--- src/rtl/setpoint_defs.svh ---
// Constants of the setpoint detection block: sizes, reset values and encodings.
`ifndef SETPOINT_DEFS_SVH
`define SETPOINT_DEFS_SVH

// ==========================================================================
// Sizes
`define SP_COUNT 16
`define SP_INDEX_W 4
`define SP_WORD_W 16
`define SP_SLOT_COUNT 4
`define SP_SLOT_W 2

// ==========================================================================
// Reset values
`define SP_WORD_RESET 16'h0000
`define SP_FLAGS_RESET 16'h0000

// ==========================================================================
// Output slot numbers
`define SP_SLOT_DAC0 2'h0
`define SP_SLOT_DAC1 2'h1
`define SP_SLOT_TIMER0 2'h2
`define SP_SLOT_TIMER1 2'h3

`endif

--- src/rtl/setpoint_pkg.sv ---
// Types shared by the setpoint detection block and its setpoint table.
package setpoint_pkg;

	// ==========================================================================
	// Compare criteria
	typedef enum logic [2:0] {
		crit_inside = 3'b000,
		crit_outside = 3'b001,
		crit_greater = 3'b010,
		crit_less = 3'b011,
		crit_equal = 3'b100,
		crit_hysteresis = 3'b101
	} criterion_type;

	// ==========================================================================
	// Update modes, output targets and trigger kinds
	typedef enum logic {
		upd_true_only = 1'b0,
		upd_true_false = 1'b1
	} update_type;

	typedef enum logic [2:0] {
		tgt_none = 3'b000,
		tgt_dac0 = 3'b001,
		tgt_dac1 = 3'b010,
		tgt_timer0 = 3'b011,
		tgt_timer1 = 3'b100
	} target_type;

	typedef enum logic [1:0] {
		trig_immediate = 2'b00,
		trig_analog = 2'b01,
		trig_ttl = 2'b10,
		trig_other = 2'b11
	} trigger_type;

	// ==========================================================================
	// One programmed setpoint
	typedef struct packed {
		criterion_type criterion;
		update_type update;
		target_type target;
		logic [15:0] upper;
		logic [15:0] lower;
		logic [15:0] value_true;
		logic [15:0] value_false;
	} setpoint_entry_type;

endpackage

--- src/rtl/setpoint_table_if.sv ---
// Carrier between the detector and its setpoint table.
`timescale 1ns/10ps
`default_nettype none
interface setpoint_table_if;
	logic wr_en;
	logic [3:0] wr_idx;
	setpoint_pkg::setpoint_entry_type wr_entry;
	logic [3:0] rd_idx;
	setpoint_pkg::setpoint_entry_type rd_entry;

	modport table_side (input wr_en, input wr_idx, input wr_entry, input rd_idx, output rd_entry);
	modport user_side (output wr_en, output wr_idx, output wr_entry, output rd_idx, input rd_entry);
endinterface
`default_nettype wire

--- src/rtl/setpoint_table.sv ---
// Storage of the sixteen programmed setpoints with a registered read port.
`timescale 1ns/10ps
`default_nettype none
`include "setpoint_defs.svh"
module setpoint_table (
	input wire logic clk,
	input wire logic rst,
	setpoint_table_if.table_side port
);
	setpoint_pkg::setpoint_entry_type entry [`SP_COUNT];
	setpoint_pkg::setpoint_entry_type read_data;

	// ==========================================================================
	// One write decoder per entry
	genvar i;
	generate
		for (i = 0; i < `SP_COUNT; i++) begin : g_entry
			always_ff @(posedge clk) begin
				if (rst) begin
					entry[i] <= '0;
				end else if (port.wr_en && port.wr_idx == `SP_INDEX_W'(i)) begin
					entry[i] <= port.wr_entry;
				end
			end
		end
	endgenerate

	always_ff @(posedge clk) begin
		if (rst) begin
			read_data <= '0;
		end else begin
			read_data <= entry[port.rd_idx];
		end
	end

	assign port.rd_entry = read_data;
endmodule
`default_nettype wire

--- src/rtl/scan_setpoint_detector.sv ---
// Setpoint detection for scan samples, with per-channel detect flags and output updates.
//
// What this block does
// Each sample of a channel with a setpoint is compared, giving its own detect flag.
// Detect flag is 1 while the criterion holds and 0 while it does not.
// Inside window: true when sample below upper and above lower, both strict.
// Outside window: true when sample above upper or below lower.
// Greater than: true when sample above lower; upper unused.
// Less than: true when sample below upper; lower unused.
// Equal to: true when sample equals upper; meant for counter or digital sources.
// True-only mode writes the first value when true, nothing when false.
// True-and-false mode writes first value when true, second value when false.
// Hysteresis: above upper forces second value, below lower forces first value.
// Hysteresis leaves the detect flag unchanged between the thresholds.
// Flags are evaluated and updated at most once per scan.
// Detect flags are returned in the scan like any input channel.
// One setpoint per channel, at most sixteen per scan group.
// Counter low and high words are separate channels, each with its own setpoint.
// Software programs thresholds, criterion and mode before acquisition.
// Each setpoint targets nothing, a DAC or a timer, holding two output values.
// With other trigger kinds, evaluation starts as soon as acquisition is armed.
// Status word holds all setpoint states, setpoint 0 in the lowest bit.
// Several true setpoints on one output leave the most recently true one's value.
// An output is written only in the scan where the condition changes; the code also counts the first evaluation after arming as a change.
`timescale 1ns/10ps
`default_nettype none
`include "setpoint_defs.svh"
module scan_setpoint_detector #(
	parameter int NUM_CHANNELS = 16,
	parameter int CHANNEL_W = 4
) (
	input wire logic clk,
	input wire logic rst,
	input wire logic cfg_write,
	input wire logic [3:0] cfg_index,
	input wire setpoint_pkg::criterion_type cfg_criterion,
	input wire setpoint_pkg::update_type cfg_update,
	input wire setpoint_pkg::target_type cfg_target,
	input wire logic [15:0] cfg_upper,
	input wire logic [15:0] cfg_lower,
	input wire logic [15:0] cfg_value_true,
	input wire logic [15:0] cfg_value_false,
	input wire logic acq_armed,
	input wire setpoint_pkg::trigger_type acq_trigger_kind,
	input wire logic acq_triggered,
	input wire logic scan_start,
	input wire logic sample_valid,
	input wire logic [CHANNEL_W-1:0] sample_channel,
	input wire logic [15:0] sample_word,
	input wire logic sample_has_setpoint,
	input wire logic [3:0] sample_setpoint,
	output logic result_valid,
	output logic [CHANNEL_W-1:0] result_channel,
	output logic result_detect,
	output logic [NUM_CHANNELS-1:0] channel_detect_flag,
	output logic [15:0] setpoint_status,
	output logic evaluating,
	output logic [`SP_SLOT_COUNT-1:0] out_write,
	output logic [`SP_SLOT_COUNT*`SP_WORD_W-1:0] out_value
);

	// ==========================================================================
	// Parameter checks
	generate
		// Every detect flag must be addressed by a channel number of its own.
		if (NUM_CHANNELS < 1 || NUM_CHANNELS > (1 << CHANNEL_W)) begin : g_bad_channels
			$error("NUM_CHANNELS does not fit CHANNEL_W");
		end
		// A channel number wider than a sample word cannot be carried through the scan.
		if (CHANNEL_W < 1 || CHANNEL_W > `SP_WORD_W) begin : g_bad_channel_w
			$error("CHANNEL_W out of range");
		end
		// The setpoint index and the status word are fixed by the sixteen table entries.
		if (`SP_COUNT != (1 << `SP_INDEX_W)) begin : g_bad_index_w
			$error("SP_INDEX_W does not match SP_COUNT");
		end
		if (`SP_SLOT_COUNT != (1 << `SP_SLOT_W)) begin : g_bad_slot_w
			$error("SP_SLOT_W does not match SP_SLOT_COUNT");
		end
	endgenerate

	// ==========================================================================
	// State
	typedef struct packed {
		// Detect state of each setpoint, which is also the status word.
		logic [15:0] flags;
		// Set once a setpoint has been judged since arming.
		logic [15:0] primed;
		// Set once a setpoint has been judged in the current scan.
		logic [15:0] seen;
		logic [NUM_CHANNELS-1:0] chan_flags;
		// Sample stage, in step with the table read for the same sample.
		logic s1_valid;
		logic s1_has_setpoint;
		logic [3:0] s1_index;
		logic [CHANNEL_W-1:0] s1_channel;
		logic [15:0] s1_word;
		// Result stage, seen by the scan one cycle after the sample stage.
		logic res_valid;
		logic [CHANNEL_W-1:0] res_channel;
		logic res_detect;
		logic eval_on;
		// Output update slots, one word for each DAC or timer.
		logic [`SP_SLOT_COUNT-1:0] wr;
		logic [`SP_SLOT_COUNT*`SP_WORD_W-1:0] val;
	} state_type;

	state_type state;
	state_type next_state;

	setpoint_table_if table_port ();

	// The table answers one cycle after the index, in step with the sample stage.
	setpoint_table u_table (
		.clk(clk),
		.rst(rst),
		.port(table_port)
	);

	// Programming is refused while armed so that the table cannot shift under a running scan.
	assign table_port.wr_en = cfg_write && !acq_armed;
	assign table_port.wr_idx = cfg_index;
	assign table_port.wr_entry = '{
		criterion: cfg_criterion,
		update: cfg_update,
		target: cfg_target,
		upper: cfg_upper,
		lower: cfg_lower,
		value_true: cfg_value_true,
		value_false: cfg_value_false
	};
	assign table_port.rd_idx = sample_setpoint;

	// ==========================================================================
	// Decoding helpers
	function automatic logic criterion_met(
		input setpoint_pkg::setpoint_entry_type e,
		input logic [15:0] x
	);
		logic met;
		met = 1'b0;
		case (e.criterion)
			setpoint_pkg::crit_inside: met = (x < e.upper) && (x > e.lower);
			setpoint_pkg::crit_outside: met = (x > e.upper) || (x < e.lower);
			setpoint_pkg::crit_greater: met = x > e.lower;
			setpoint_pkg::crit_less: met = x < e.upper;
			setpoint_pkg::crit_equal: met = x == e.upper;
			default: met = 1'b0;
		endcase
		return met;
	endfunction

	function automatic logic target_used(input setpoint_pkg::target_type t);
		logic used;
		used = 1'b0;
		case (t)
			setpoint_pkg::tgt_dac0: used = 1'b1;
			setpoint_pkg::tgt_dac1: used = 1'b1;
			setpoint_pkg::tgt_timer0: used = 1'b1;
			setpoint_pkg::tgt_timer1: used = 1'b1;
			// Unused target codes act as no output at all.
			default: used = 1'b0;
		endcase
		return used;
	endfunction

	function automatic logic [`SP_SLOT_W-1:0] target_slot(input setpoint_pkg::target_type t);
		logic [`SP_SLOT_W-1:0] s;
		s = `SP_SLOT_DAC0;
		case (t)
			setpoint_pkg::tgt_dac0: s = `SP_SLOT_DAC0;
			setpoint_pkg::tgt_dac1: s = `SP_SLOT_DAC1;
			setpoint_pkg::tgt_timer0: s = `SP_SLOT_TIMER0;
			setpoint_pkg::tgt_timer1: s = `SP_SLOT_TIMER1;
			default: s = `SP_SLOT_DAC0;
		endcase
		return s;
	endfunction

	// Hysteresis keeps its flag between the thresholds, so the old flag comes in as well.
	function automatic logic hysteresis_flag(
		input logic above,
		input logic below,
		input logic held
	);
		logic f;
		f = held;
		if (above) begin
			f = 1'b1;
		end else if (below) begin
			f = 1'b0;
		end
		return f;
	endfunction

	function automatic logic [15:0] update_value(
		input setpoint_pkg::setpoint_entry_type e,
		input logic hyst,
		input logic flag
	);
		logic [15:0] v;
		v = e.value_true;
		if (hyst) begin
			// Above the window sets the flag, and that side drives the second value.
			v = flag ? e.value_false : e.value_true;
		end else if (e.update == setpoint_pkg::upd_true_false) begin
			v = flag ? e.value_true : e.value_false;
		end
		return v;
	endfunction

	// ==========================================================================
	// Evaluation
	setpoint_pkg::setpoint_entry_type entry;
	logic hyst_mode;
	logic above_upper;
	logic below_lower;
	logic cond;
	logic old_flag;
	logic new_flag;
	logic changed;
	logic do_write;
	logic [15:0] write_value;
	logic [`SP_SLOT_W-1:0] slot;
	logic accept;

	always_comb begin
		entry = table_port.rd_entry;
		hyst_mode = entry.criterion == setpoint_pkg::crit_hysteresis;
		above_upper = state.s1_word > entry.upper;
		below_lower = state.s1_word < entry.lower;
		cond = criterion_met(entry, state.s1_word);
		old_flag = state.flags[state.s1_index];
		if (hyst_mode) begin
			new_flag = hysteresis_flag(above_upper, below_lower, old_flag);
		end else begin
			new_flag = cond;
		end
		// The first evaluation after arming counts as a change so that outputs start out defined.
		changed = (new_flag != old_flag) || !state.primed[state.s1_index];
		if (hyst_mode) begin
			// Between the thresholds nothing is forced until one side has been reached.
			do_write = changed && (above_upper || below_lower || state.primed[state.s1_index]);
		end else if (entry.update == setpoint_pkg::upd_true_false) begin
			do_write = changed;
		end else begin
			do_write = changed && new_flag;
		end
		write_value = update_value(entry, hyst_mode, new_flag);
		do_write = do_write && target_used(entry.target);
		slot = target_slot(entry.target);
		// A second sample of the same setpoint in one scan is ignored.
		accept = state.s1_valid && state.s1_has_setpoint && !state.seen[state.s1_index];
	end

	// ==========================================================================
	// Output slot decode
	wire logic [`SP_SLOT_COUNT-1:0] slot_hit;

	genvar k;
	generate
		for (k = 0; k < `SP_SLOT_COUNT; k++) begin : g_slot
			// Only one sample is judged per cycle, so at most one slot is hit.
			assign slot_hit[k] = accept && do_write && slot == `SP_SLOT_W'(k);
		end
	endgenerate

	// ==========================================================================
	// Next state
	always_comb begin
		next_state = state;
		next_state.wr = '0;
		next_state.res_valid = 1'b0;
		// Immediate, analog and external triggers wait for the trigger itself before judging.
		next_state.eval_on = acq_armed &&
			(acq_trigger_kind == setpoint_pkg::trig_other || acq_triggered);

		next_state.s1_valid = sample_valid && state.eval_on;
		next_state.s1_has_setpoint = sample_has_setpoint;
		next_state.s1_index = sample_setpoint;
		next_state.s1_channel = sample_channel;
		next_state.s1_word = sample_word;

		if (state.s1_valid) begin
			// Every channel scanned while evaluating returns its detect flag alongside its data.
			next_state.res_valid = 1'b1;
			next_state.res_channel = state.s1_channel;
			next_state.res_detect = accept ? new_flag :
				(state.s1_has_setpoint ? old_flag : 1'b0);
		end

		if (accept) begin
			next_state.seen[state.s1_index] = 1'b1;
			next_state.primed[state.s1_index] = 1'b1;
			next_state.flags[state.s1_index] = new_flag;
			next_state.chan_flags[state.s1_channel] = new_flag;
		end

		// A channel scanned without a setpoint shows no detect, so no stale flag stays behind.
		if (state.s1_valid && !state.s1_has_setpoint) begin
			next_state.chan_flags[state.s1_channel] = 1'b0;
		end

		// Samples arrive in scan order, so the latest write to a slot is the newest change.
		next_state.wr = slot_hit;
		for (int n = 0; n < `SP_SLOT_COUNT; n++) begin
			if (slot_hit[n]) begin
				next_state.val[n*`SP_WORD_W +: `SP_WORD_W] = write_value;
			end
		end

		// A new scan lets every setpoint be judged once more.
		if (scan_start) begin
			next_state.seen = `SP_FLAGS_RESET;
		end

		// Disarming forgets scan marks and priming but keeps the flags for the status word.
		if (!acq_armed) begin
			next_state.seen = `SP_FLAGS_RESET;
			next_state.primed = `SP_FLAGS_RESET;
		end
	end

	always_ff @(posedge clk) begin
		if (rst) begin
			state <= '0;
		end else begin
			state <= next_state;
		end
	end

	// ==========================================================================
	// Outputs
	// Every output is a field of the state register, so none passes through logic.
	assign result_valid = state.res_valid;
	assign result_channel = state.res_channel;
	assign result_detect = state.res_detect;
	assign channel_detect_flag = state.chan_flags;
	assign setpoint_status = state.flags;
	assign evaluating = state.eval_on;
	assign out_write = state.wr;
	assign out_value = state.val;

endmodule
`default_nettype wire

--- config.mk ---
export PLATFORM = sky130hd
export DESIGN_NAME = scan_setpoint_detector
export DESIGN_NICKNAME = d
export VERILOG_FILES = /design/src/rtl/setpoint_pkg.sv /design/src/rtl/setpoint_table_if.sv /design/src/rtl/setpoint_table.sv /design/src/rtl/scan_setpoint_detector.sv
export VERILOG_INCLUDE_DIRS = /design/src /design/src/rtl
export SDC_FILE = /design/constraint.sdc
export NUM_CORES = 2
export LEC_CHECK = 0
export BUFFER_PORTS_ARGS = -buffer_cell sky130_fd_sc_hd__buf_2
export CAP_MARGIN = 20
export CELL_PAD_IN_SITES_DETAIL_PLACEMENT = 1
export CELL_PAD_IN_SITES_GLOBAL_PLACEMENT = 2
export CORE_MARGIN = 2
export CORE_UTILIZATION = 51
export CTS_BUF_LIST = sky130_fd_sc_hd__clkbuf_4 sky130_fd_sc_hd__clkbuf_8
export DETAILED_ROUTE_END_ITERATION = 10
export HOLD_SLACK_MARGIN = 0.06
export PLACE_DENSITY_LB_ADDON = 0.1
export SYNTH_ARGS = -nofsm -noshare
export SYNTH_HDL_FRONTEND = slang
export SYNTH_SLANG_ARGS = --single-unit
export TNS_END_PERCENT = 20
--- constraint.sdc ---
create_clock -name clk -period 14.3 [get_ports clk]
set_clock_uncertainty 0.15 [all_clocks]
set_input_delay 1.43 -clock clk [delete_from_list [all_inputs] [get_ports clk]]
set_output_delay 1.43 -clock clk [all_outputs]
set_load 0.03 [all_outputs]
==> results.md <==
- Post-Syn Area per Cell: 15.2 um^2
- Post-Syn Area: 0.0606 mm^2
- Port-buffer cells: 215
- Grt met2 use: 0.490
- M1 GR Usage: 0.405
- DRT Wirelength: 178 mm
- Initial antenna violation count: 25
- Die W: 349 um
- Sw power: 2.07 mW
- Status: finished clean
- R2r startpoint: u_table.port.rd_entry[63]
- Vias in the first global route: 37.5k
- Top cells by area, synth: edfxtp_1, mux4_2, and2_1
- Total Neg Setup Slack: 0 ns
- WHS Path Cells: 2
- Hold-fix buffers, CTS: 0
- Setup WS post-layout: 8.87 ns
- Primary FF master, synth: edfxtp_1
- Crit path capture type: flop
- Final HPWL DP: 96.8 mm
- Commonest cells post-synth: and2_1, edfxtp_1, mux4_2, clkbuf_1, dfxtp_1
- Hold Path Class: flop to flop
- CP arrival: 6.04 ns
- Max Cap Viol: 0
- Final setup violation count: 0
- Async set or reset register ratio after synthesis: 0
- FF+latch count, synth: 1372
- Top-count cell post-synth: and2_1
- Pint: 6.68 mW
- Pin count of the biggest net entering global routing: 119
- Synth cell types: 62
- RD Place Congestion: 0.799
- Hold Path Origin: evaluating
- Post-CTS sizing: 0
- Critical path data required time: 14.91 ns
- Area growth from synthesis to layout: 10.6%
- Clock latency on the worst-skew pair: 0.96 ns
- CTS Buffer Depth: 3
- Slew Viols, Final: 0
- Overall via count from detail_route: 35.1k
- Synth warn: 0
- Boundary Pins: 216
- Net Count, Synth: 4120
- EDFF count, synth: 1136
- CORE AREA: 0.118 mm^2
- Total gr overflow: 0
- Startpoint types: flop
- Achievable Freq: 184 MHz
- P_leak: 23.7 nW
- Initial Util: 0.514
- Die area: 0.122 mm^2
- Unrepaired setup endpoints after global routing: no
- Pwr dens: 131 mW/mm^2
- Root Driver: clkbuf_8
- Setup bufs post-CTS: 0
- Reg-to-reg endpoint: out_value[62]
- Global-route wire length before repair: 259 mm
- Hold endpoint: state[100]
- Minimum hold slack: 0.287 ns
- Worst vdd ir: 0.113 mV
- Synth top area share: 0.563
- NumNets Final: 4190
- Layer with the highest usage: met2
- R2R Setup Slk: 8.87 ns
- Min Tclk post-route: 5.43 ns
- Clk slew on worst S/H paths: 0.06 ns
- Mapped Cells: 3979
- Tot GR Track Use: 0.297
- Worst setup path category: flop to flop
- CTS tree: yes
- Final Hold Viols: 0
- Die Ht: 349 um
- DR iter-0 viols: 3922
- Vias/cell: 6.06
- Routed Antenna Nets: 0
- Period utilization: 0.380
- Max H-tree Level: 4
- TritonRoute pass-1 iters: 5
- TritonCTS Buffers: 224
- Layout cells sized above 1: 0.258
- Clock power share: 0.399
- Critical path fanouts, max: 84
- Row cnt: 126
- Pre-CTS setup slack: 8.33 ns
- Tightest Pin Transition: 1.20 ns
- R2R depth: 12
- Sequential Power Share: 0.527
- Combinational share of power: 0.075
- Register area share after synthesis: 0.641
- Sw Share: 0.237
- Grt met3 use: 0.0509
- Remaining DRCs: 0
- WL/cell: 30.8 um
- Yosys top cell by area: edfxtp_1
- Slew headroom: 0.200
- Clock sink count: 1372
==> cell usage in the layout, fill, tap and decap left out, drive strengths merged, types with 3 or more instances in the layout <==
master,instances
a21o,12
nor3,16
o21ai,16
nand2b,11
dfxtp,236
mux4,367
a31o,3
bufinv,4
and2,1144
inv,44
nand4,8
edfxtp,1136
mux2i,30
a311oi,25
o21bai,4
buf,277
a21oi,110
clkbuf,326
and3,3
clkinv,83
nor2b,109
nand3,7
nor2,119
diode,10
a22oi,3
or3,5
a211oi,49
clkinvlp,4
nand2,34
ha,32
==> cell type report <==
class	count	area, um^2
Sequential cell	1372	38800
Clock buffer	326	4060
Fill cell	10900	50900
Tap cell	1536	1920
Timing Repair Buffer	277	1710
Antenna cell	10	25.0
Multi-Input combinational cell	2130	19800
Clock inverter	91	502
Inverter	44	165
==> metrics by stage <==
step	std cells	total power, mW	instance area, um^2	util
2_1_floorplan	3979	5.07	60600	-
3_3_place_gp	5349	5.31	62200	0.528
3_5_place_dp	5355	5.35	62300	0.529
4_1_cts	5772	8.81	66900	0.567
5_1_grt	5781	9.02	67000	0.568
6_report	5786	8.75	67000	0.568
==> cell families (layout without fill, tap and decap cells) <==
logic type,Yosys count,count (layout),share of synthesized area
simple gates,1464,1464,0.145
xor+xnor,1,1,0.000145
other cells,0,10,0
flops,1372,1372,0.641
compound gates,235,235,0.0283
fa+ha+maj,32,32,0.00661
mux,398,398,0.142
buf+inv,477,738,0.0373
==> critical path, cell delays in order (launching register included) <==
cell,delay [ns]
dfxtp_1,0.38
inv_1,0.07
ha_1,0.29
nand4_1,0.17
nor4_1,0.57
nand4_1,0.48
a211o_1,0.42
a211oi_4,0.58
o21ai_1,0.21
o311ai_4,0.13
buf_4,0.74
and2_1,0.84
a211oi_1,0.20
==> registers in the layout, indices dropped and copies added, names as in the netlist <==
signal                 flops
result_valid               1
state                     58
channel_detect_flag       16
result_channel             4
u_table.port.rd_entry     71
out_write                  4
evaluating                 1
out_value                 64
setpoint_status           16
u_table.entry           1136
result_detect              1
==> power by group through the flow <==
| stage | clock network [mW] | logic (mW) | registers (mW) |
|---|---|---|---|
| 2_1_floorplan | 0 | 0.415 | 4.65 |
| 3_3_place_gp | 0 | 0.637 | 4.68 |
| 3_5_place_dp | 0 | 0.653 | 4.69 |
| 4_1_cts | 3.55 | 0.655 | 4.61 |
| 5_1_grt | 3.70 | 0.692 | 4.63 |
| 6_report | 3.49 | 0.653 | 4.61 |
==> worst max-delay path by stage <==
stage	from	to	slack (ns)	cells past startpoint
2_1_floorplan	cfg_index[0]	u_table.entry[12][0]	8.42	3
3_3_place_gp	sample_setpoint[0]	u_table.port.rd_entry[60]	8.42	7
3_5_place_dp	sample_setpoint[0]	u_table.port.rd_entry[51]	8.33	7
4_1_cts	u_table.port.rd_entry[63]	out_value[62]	8.85	12
5_1_grt	u_table.port.rd_entry[63]	out_value[58]	8.58	12
6_report	u_table.port.rd_entry[63]	out_value[62]	8.87	12
==> per-layer routing <==
metal / wire length (um) / vias up
met5: 65 / -
met4: 4060 / 10
met3: 13500 / 286
met2: 87800 / 1534
met1: 72900 / 18700
li1: - / 14600
Power figures use the tool's default switching activity.
